**src/include/telemetry_readout_defs.svh**
```systemverilog
// offsets, field positions, reset values and code points of the telemetry readout registers
// assumes inclusion by bare name from the package and design files
//
// Functional notes
// - input current code is 12-bit unsigned in bits 15:4, low nibble reserved
// - current register read as two bytes: upper eight code bits, then low nibble on top
// - current code falls with sensed voltage: 0 V gives 0xF10, 1 V gives 0xB98
// - current conversion spans 0 to 1.38 V in 12 bits, 337 uV per step
// - input power is derived input voltage times sensed input current
// - power register read as two bytes: bits 15:8 first, then bits 7:0
// - local voltage code is 12-bit unsigned in bits 15:4, low nibble reserved
// - local voltage read as two bytes: eight MSBs, then four LSBs in top nibble
// - local voltage code rises from 0x000 at 0 V to 0xF7C at 1.5 V
// - one volt on the local sense pin gives local voltage code 0xA53
// - local voltage conversion spans 0 to 1.55 V in 12 bits, 378 uV per step
`ifndef TELEMETRY_READOUT_DEFS_SVH
`define TELEMETRY_READOUT_DEFS_SVH

// ==========================================================
// register offsets
`define OFS_INPUT_CURRENT   8'h13
`define OFS_INPUT_POWER     8'h14
`define OFS_LOCAL_VOLTAGE   8'h15

// ==========================================================
// field layout
`define CODE_WIDTH          12
`define RSVD_BITS           4
`define RSVD_VALUE          4'h0
`define UNMAPPED_DATA       8'h00

// ==========================================================
// conversion figures
`define CUR_SPAN_MV         1380
`define CUR_LSB_UV          337
`define CUR_CODE_0V         12'hF10
`define CUR_CODE_1V         12'hB98
`define VOLT_SPAN_MV        1550
`define VOLT_LSB_UV         378
`define VOLT_CODE_0V        12'h000
`define VOLT_CODE_1V        12'hA53
`define VOLT_CODE_1V5       12'hF7C
`define DVIN_RESET          16'h0000
`define POWER_SHIFT         12

`endif

```
**src/include/telemetry_readout_pkg.sv**
```systemverilog
// types shared by the telemetry readout design files
// assumes the defs header is on the include path
`default_nettype none
`include "telemetry_readout_defs.svh"

package telemetry_readout_pkg;

  typedef logic [7:0]  byte_t;
  typedef logic [15:0] word_t;
  typedef logic [`CODE_WIDTH-1:0] code_t;

  typedef enum logic [0:0] {
    PH_FIRST  = 1'b0,
    PH_SECOND = 1'b1
  } phase_e;

  typedef struct packed {
    code_t  cur;
    code_t  volt;
    word_t  dvin;
    word_t  hold;
    phase_e phase;
    byte_t  last_addr;
    byte_t  rd_data;
    logic   rd_valid;
  } readout_s;

  typedef struct packed {
    word_t power;
  } product_s;

endpackage
`default_nettype wire

```
**src/rtl/input_power_product.sv**
```systemverilog
// input power product: derived input voltage times input current code
// assumes both operands are registered in the same clock domain
`timescale 1ns/1ps
`default_nettype none
`include "telemetry_readout_defs.svh"

module input_power_product
  import telemetry_readout_pkg::*;
#(
  parameter int SHIFT = `POWER_SHIFT
) (
  input  wire logic        clk_sys,
  input  wire logic        rst_b,
  input  wire logic [15:0] dvin,
  input  wire logic [11:0] cur,
  output logic      [15:0] power
);

  if (SHIFT < 0 || SHIFT > 27) begin : g_bad_shift
    $error("input_power_product: SHIFT out of range");
  end

  product_s    s_q;
  product_s    s_d;
  logic [27:0] full;

  // ==========================================================
  // product
  always_comb begin
    s_d = s_q;
    full = (28'(dvin) * 28'(cur)) >> SHIFT;
    if (|full[27:16]) begin
      s_d.power = 16'hFFFF;
    end else begin
      s_d.power = full[15:0];
    end
  end

  always_ff @(posedge clk_sys or negedge rst_b) begin
    if (!rst_b) begin
      s_q.power <= 16'h0000;
    end else begin
      s_q <= s_d;
    end
  end

  assign power = s_q.power;
endmodule
`default_nettype wire

```
**src/rtl/telemetry_readout_regs.sv**
```systemverilog
// read-only telemetry registers with two-byte reads and a holding latch
// assumes converter codes and byte-read strobes arrive on clk_sys
`timescale 1ns/1ps
`default_nettype none
`include "telemetry_readout_defs.svh"

module telemetry_readout_regs
  import telemetry_readout_pkg::*;
#(
  parameter int POWER_SHIFT = `POWER_SHIFT
) (
  input  wire logic        clk_sys,
  input  wire logic        rst_b,
  input  wire logic [11:0] current_code,
  input  wire logic        current_valid,
  input  wire logic [11:0] voltage_code,
  input  wire logic        voltage_valid,
  input  wire logic [15:0] derived_input_voltage,
  input  wire logic        derived_valid,
  input  wire logic        rd_req,
  input  wire logic [7:0]  rd_addr,
  output logic      [7:0]  rd_data,
  output logic             rd_valid,
  input  wire logic        wr_req,
  input  wire logic [7:0]  wr_addr,
  input  wire logic [7:0]  wr_data
);

  if (POWER_SHIFT < 0 || POWER_SHIFT > 27) begin : g_bad_shift
    $error("telemetry_readout_regs: POWER_SHIFT out of range");
  end

  readout_s s_q;
  readout_s s_d;
  word_t    power;
  word_t    word;

  // ==========================================================
  // decode
  function automatic logic is_mapped(input byte_t addr);
    return addr == `OFS_INPUT_CURRENT || addr == `OFS_INPUT_POWER ||
           addr == `OFS_LOCAL_VOLTAGE;
  endfunction

  function automatic word_t read_word(input byte_t addr, input code_t cur,
                                      input word_t pwr, input code_t volt);
    word_t w;
    w = 16'h0000;
    if (addr == `OFS_INPUT_CURRENT) begin
      w = {cur, `RSVD_VALUE};
    end else if (addr == `OFS_INPUT_POWER) begin
      w = pwr;
    end else if (addr == `OFS_LOCAL_VOLTAGE) begin
      w = {volt, `RSVD_VALUE};
    end
    return w;
  endfunction

  // ==========================================================
  // power product
  input_power_product #(
    .SHIFT (POWER_SHIFT)
  ) u_power (
    .clk_sys (clk_sys),
    .rst_b   (rst_b),
    .dvin    (s_q.dvin),
    .cur     (s_q.cur),
    .power   (power)
  );

  // ==========================================================
  // next state
  always_comb begin
    s_d = s_q;
    s_d.rd_valid = 1'b0;
    word = read_word(rd_addr, s_q.cur, power, s_q.volt);
    if (current_valid) begin
      s_d.cur = current_code;
    end
    if (voltage_valid) begin
      s_d.volt = voltage_code;
    end
    if (derived_valid) begin
      s_d.dvin = derived_input_voltage;
    end
    if (rd_req) begin
      s_d.rd_valid = 1'b1;
      if (s_q.phase == PH_SECOND && rd_addr == s_q.last_addr) begin
        s_d.rd_data = s_q.hold[7:0];
        s_d.phase   = PH_FIRST;
      end else if (is_mapped(rd_addr)) begin
        s_d.hold      = word;
        s_d.rd_data   = word[15:8];
        s_d.phase     = PH_SECOND;
        s_d.last_addr = rd_addr;
      end else begin
        s_d.rd_data = `UNMAPPED_DATA;
        s_d.phase   = PH_FIRST;
      end
    end
  end

  always_ff @(posedge clk_sys or negedge rst_b) begin
    if (!rst_b) begin
      // current code idles at zero input
      s_q.cur       <= `CUR_CODE_0V;
      s_q.volt      <= `VOLT_CODE_0V;
      s_q.dvin      <= `DVIN_RESET;
      s_q.hold      <= 16'h0000;
      s_q.phase     <= PH_FIRST;
      s_q.last_addr <= 8'h00;
      s_q.rd_data   <= 8'h00;
      s_q.rd_valid  <= 1'b0;
    end else begin
      s_q <= s_d;
    end
  end

  assign rd_data  = s_q.rd_data;
  assign rd_valid = s_q.rd_valid;
endmodule
`default_nettype wire

```
**config.mk**
```make
export PLATFORM = sky130hd
export DESIGN_NAME = telemetry_readout_regs
export DESIGN_NICKNAME = d
export VERILOG_FILES = /design/src/include/telemetry_readout_pkg.sv /design/src/rtl/input_power_product.sv /design/src/rtl/telemetry_readout_regs.sv
export VERILOG_INCLUDE_DIRS = /design/src /design/src/include
export SDC_FILE = /design/constraint.sdc
export NUM_CORES = 1
export LEC_CHECK = 0
export BUFFER_PORTS_ARGS = -buffer_cell sky130_fd_sc_hd__buf_2
export CORE_MARGIN = 5
export CORE_UTILIZATION = 50
export DETAILED_ROUTE_END_ITERATION = 12
export GPL_TIMING_DRIVEN = 0
export HOLD_SLACK_MARGIN = 0.03
export PLACE_DENSITY = 0.74
export SLEW_MARGIN = 20
export SYNTH_ARGS = -nofsm -noshare
export SYNTH_HDL_FRONTEND = slang
export SYNTH_SLANG_ARGS = --single-unit
```
**constraint.sdc**
```tcl
create_clock -name clk_sys -period 6.74 [get_ports clk_sys]
set_input_delay 0.674 -clock clk_sys [delete_from_list [all_inputs] [get_ports clk_sys]]
set_output_delay 0.674 -clock clk_sys [all_outputs]
set_load 0.02 [all_outputs]
```
==> results.json, run 1 <==
{
  "grt_first_pass_wirelength_um": 37580,
  "final_nets": 1300,
  "clock_path_buffers": 2,
  "syn_inst": 956,
  "drv_cap": 0,
  "dp_cells": 1246,
  "required_ps": 7010,
  "final_cell_mix": "169 x inv_1, 147 x nand2_1, 139 x fa_1, 80 x and2_1, 77 x dfrtp_1",
  "path_class": "reg2reg",
  "grt_setup_unrepaired": "false",
  "ys.flop_type": "dfrtp_1",
  "fin_crit_sh": 0.9464,
  "ctsHoldBuffers": 0,
  "start_util": 0.5126,
  "period_minus_slack_ps": 6379,
  "pre_cts_slack_ps": 259.8,
  "start_kind": "flop",
  "post_cts_buffers": 0,
  "grt_use_total": 0.2228,
  "synth_area_mm2": 0.009271,
  "io_buffers": 60,
  "finalSetupViolations": 0,
  "gp_congestion": 0.8890,
  "core_mm2": 0.01809,
  "die_w_um": 146.2,
  "synth.yosys.warnings": 0,
  "insertion_delay_ps": 350,
  "grt_max_degree": 49,
  "layout_setup_ws_ps": 361.5,
  "stdcell_count": 1262,
  "io_pins": 80,
  "drive_above_1_share": 0.1491,
  "synthArstFlopShare": 1.000,
  "ys_types": 48,
  "numCtsBuffers": 9,
  "vias": 6810,
  "clockRootBuffer": "clkbuf_16",
  "drv_slew": 0,
  "hold_viol": 0,
  "htreeDepth": 3,
  "yosysSeqAreaShare": 0.2220,
  "die-area_mm2": 0.02137,
  "worst_pin_slew_ps": 772.9,
  "via_per_inst": 5.396,
  "routed_wl_um": 22430,
  "grt-ovfl-total": 0,
  "relSlewSlack": 0.4848,
  "drt_iter0_markers": 472,
  "cts_num_sinks": 82,
  "diodes": 0,
  "clkSlewWorstSetupHoldPaths_ps": 60,
  "nFillCells": 1626,
  "grt_pass1_vias": 7389,
  "synth_edf_count": 0,
  "drc_errors": 0,
  "mostFrequentLayoutCell": "inv_1",
  "status": "completed",
  "finalClockSkew_ps": 10.15,
  "drtPass1Iterations": 5,
  "dieHeight_um": 146.2,
  "cts_tree": "built",
  "syn_nets": 1228,
  "worstPathArrival_ps": 6640,
  "end_kind": "flop",
  "fmax_mhz": 156.8,
  "antenna_found_initial": 0,
  "num_rows": 49,
  "whs_ps": 284.2,
  "area_growth_pct": 9.663,
  "min_path_type": "in2async",
  "path_max_fanout": 10,
  "tns_ps": 0,
  "place_hpwl_um": 17560,
  "ant_nets": 0,
  "synth-seq-cells": 82,
  "syn_area_per_cell_um2": 9.698,
  "wl_per_cell_um": 17.77
}
final cells by class:
type / instances / area [µm²] / area share
inverters: 169 / 634.4 / 0.06239
clock buffers: 9 / 225.2 / 0.02215
clock inverters: 7 / 52.55 / 0.005169
repair buffers: 61 / 330.3 / 0.03249
multi-input cells: 650 / 6327 / 0.6223
flip-flops and latches: 82 / 2058 / 0.2024
plain buffers: 55 / 252.7 / 0.02486
well taps: 229 / 286.5 / 0.02818
worst max-delay path, stage by stage (launching register included):
cell      delay (ps)
dfstp_2          510
clkbuf_1         520
clkbuf_2         400
nand2_1          120
fa_1             540
inv_1             50
fa_1             490
inv_1             50
fa_1             550
fa_1             430
fa_1             520
inv_1             50
ha_1             350
a21oi_1          150
o21ai_0          170
a211oi_1         480
a21oi_1          200
o41ai_1          510
xnor2_1          170
sequential cells by signal, indices dropped and copies added (netlist names):
name	cells
s_q	57
u_power.power	16
rd_data	8
rd_valid	1
per-layer routing:
| metal | share of wire | up-vias | GRT usage |
|---|---|---|---|
| met2 | 0.50 | 210 | 0.3834 |
| met3 | 0.063 | 45 | 0.04462 |
| li1 | - | 3082 | - |
| met1 | 0.41 | 3473 | 0.2886 |
| met5 | 0 | - | 0 |
| met4 | 0.025 | 0 | 0.06115 |
final timing paths:
check,end,slack (ps),start,depth (start not counted)
max,u_power.power[13],360,s_q[66],18
min,s_q[15],280,rst_b,1
min reg2reg,s_q[22],490,s_q[22],2
min in group clk_sys,rd_valid,460,rd_req,1
max in group asynchronous,s_q[71],5790,rst_b,2
max reg2reg,u_power.power[13],360,s_q[66],18
cell usage after synthesis (all sizes together), types with 5 or more instances:
cell type    n  area [µm²]
a21o         8       60.06
and2        80       500.5
buf         17       108.9
mux2        51       574.3
ha          62       775.7
dfrtp       77        1927
nand2      147       551.8
nand3        8       40.04
xnor2       20       175.2
clkbuf      38       142.6
inv        169       634.4
fa         139        2783
o21ai       28       140.1
a21oi       29       145.1
mux2i       13       130.1
dfstp        5       131.4
nor2        15       56.30
metrics by stage:
| step | util | cell area (µm²) |
|---|---|---|
| finish | 0.5622 | 10170 |
| detailed placement | 0.5467 | 9888 |
| CTS | 0.5621 | 10170 |
| global placement | 0.5451 | 9858 |
| global route | 0.5622 | 10170 |
| floorplan | - | 9271 |
what timing repair did:
item	CTS	global route
resized for setup	0	2
endpoints found under the hold margin	0	0
endpoints found under the setup margin	0	7
cells by family (layout without fill, tap and decap cells):
family,Yosys count,after routing,share of synthesized area
buffers and inverters,224,301,0.09555
DFF,82,82,0.2220
AOI/OAI and AO/OA,84,84,0.05290
muxes,64,64,0.07598
xor gates and xnor gates,24,24,0.02267
adders and majority gates,201,201,0.3838
and+or+nand+nor,277,277,0.1471
Power of run 1 is left out: the tool's default activity adds up to more than one toggle a clock period on the data nets, which glitch-free logic cannot reach.
==> run 2: changes to the inputs <==
Settings changed: CELL_PAD_IN_SITES_DETAIL_PLACEMENT set to 0, CELL_PAD_IN_SITES_GLOBAL_PLACEMENT set to 1, CORE_UTILIZATION 50 to 40, CTS_CLUSTER_SIZE set to 40, PLACE_DENSITY 0.74 to 0.75.
==> run 2 against run 1 <==
Routed wire length is 1.7% higher. Critical path depth stayed put. Via count is 4.2% lower. Clock skew is 4.3 ps higher. Clock-buffer cell count stayed put. Worst hold slack better by 35 ps. Non-clock buffer count is 1 lower. Design area is 0.69% higher. Global-route usage is 4.2 points lower. Die area is 23% higher. First-iteration DRC count is 34% lower. Critical path type unchanged. Critical endpoint is now u_power.power[14]. Largest cell class unchanged. Highest routed layer unchanged.
==> results.json, run 2 (synthesis results as in run 1) <==
{
  "cts_resized": 0,
  "io_buffers": 60,
  "grt_use_total": 0.1807,
  "drtPass1Iterations": 5,
  "path_max_fanout": 10,
  "gp_congestion": 0.8290,
  "relSlewSlack": 0.4404,
  "worstReg2RegEnd": "u_power.power[14]",
  "drv_slew": 0,
  "r2r_cells": 18,
  "fmax_mhz": 154.9,
  "ctsHoldBuffers": 0,
  "timing.rr.start": "s_q[67]",
  "insertion_delay_ps": 350,
  "final_cell_mix": "169 x inv_1, 147 x nand2_1, 139 x fa_1, 80 x and2_1, 77 x dfrtp_1",
  "routed_wl_um": 22820,
  "fin_crit_sh": 0.9578,
  "htreeDepth": 3,
  "regMostFlops": "s_q",
  "grt_first_pass_wirelength_um": 36710,
  "core_mm2": 0.02271,
  "via_per_inst": 4.951,
  "status": "completed",
  "die_w_um": 162.2,
  "final_nets": 1299,
  "mostFrequentLayoutCell": "inv_1",
  "num_rows": 55,
  "largest_reg_flops": 57,
  "clock_path_buffers": 2,
  "diodes": 0,
  "required_ps": 6970,
  "grt_pass1_vias": 6833,
  "start_util": 0.4083,
  "nFillCells": 2257,
  "grt_setup_unrepaired": "false",
  "rrSetupSlack_ps": 280,
  "dieHeight_um": 162.2,
  "post_cts_buffers": 0,
  "clkSlewWorstSetupHoldPaths_ps": 70,
  "min_path_type": "in2async",
  "worst_pin_slew_ps": 839.4,
  "start_kind": "flop",
  "die-area_mm2": 0.02632,
  "antenna_found_initial": 0,
  "drt_iter0_markers": 311,
  "largestRegisters": "s_q x57, u_power.power x16, rd_data x8",
  "path_class": "reg2reg",
  "wl_per_cell_um": 17.33,
  "crit_start": "s_q[67]",
  "grt-ovfl-total": 0,
  "vias": 6521,
  "tns_ps": 0,
  "drive_above_1_share": 0.1483,
  "grt_max_degree": 44,
  "finalClockSkew_ps": 14.47,
  "hold_viol": 0,
  "end_kind": "flop",
  "clockRootBuffer": "clkbuf_16",
  "io_pins": 80,
  "finalSetupViolations": 0,
  "drv_cap": 0,
  "period_minus_slack_ps": 6456,
  "ant_nets": 0,
  "cts_num_sinks": 82,
  "area_growth_pct": 10.42,
  "crit_end": "u_power.power[14]",
  "numCtsBuffers": 9,
  "cts_tree": "built",
  "place_hpwl_um": 18130,
  "drc_errors": 0,
  "worstPathArrival_ps": 6690
}
[run 2: layer usage]
metal | track usage | up-vias | wire [µm]
li1 | - | 3083 | -
met1 | 0.2518 | 3318 | 10460
met2 | 0.3033 | 97 | 11250
met3 | 0.02030 | 23 | 659
met4 | 0.04421 | 0 | 455
met5 | 0 | - | 0
[run 2: area by class of cell]
type                            instances  area [µm²]  area share
Tap cell                              285       356.6     0.03483
Buffer                                 54       247.7     0.02420
Timing Repair Buffer                   61       322.8     0.03153
Sequential cell                        82        2058      0.2011
Inverter                              169       634.4     0.06197
Clock inverter                          7       65.06    0.006355
Clock buffer                            9       225.2     0.02200
Multi-Input combinational cell        650        6327      0.6181
[run 2: worst min-delay path by stage]
stage	slack, ps	cells past startpoint	end	startpoint
2_1_floorplan	380	0	rd_data[0]	rst_b
3_3_place_gp	470	2	s_q[25]	s_q[25]
3_5_place_dp	470	2	s_q[21]	s_q[21]
4_1_cts	330	1	rd_data[1]	rst_b
5_1_grt	360	1	rd_data[1]	rst_b
6_report	320	1	rd_valid	rst_b
[run 2: metrics by stage]
step	setup slack [ps]	std cells	area (µm²)	hold slack, ps	util
after floorplan	1353	956	9271	378.4	-
after global placement	174.7	1301	9928	471.3	0.4372
after detailed placement	175.2	1302	9951	474.9	0.4382
after CTS	152.3	1318	10240	332.3	0.4510
after global routing	19.58	1317	10240	364.9	0.4508
final	284.5	1317	10240	319.5	0.4508
[run 2: worst max-delay path, stage by stage (launching register included)]
cell and delay (ps):
dfrtp_1 320, clkbuf_1 610, clkbuf_1 550, nand2_1 140, fa_1 510, inv_1 50, fa_1 500, inv_1 60
fa_1 570, fa_1 440, fa_1 490, inv_1 40, ha_1 370, and4_1 240, nand2_1 60, or3_1 370
a31oi_1 580, a221oi_1 230, xnor2_1 180
Power of run 2 is left out for the same reason.
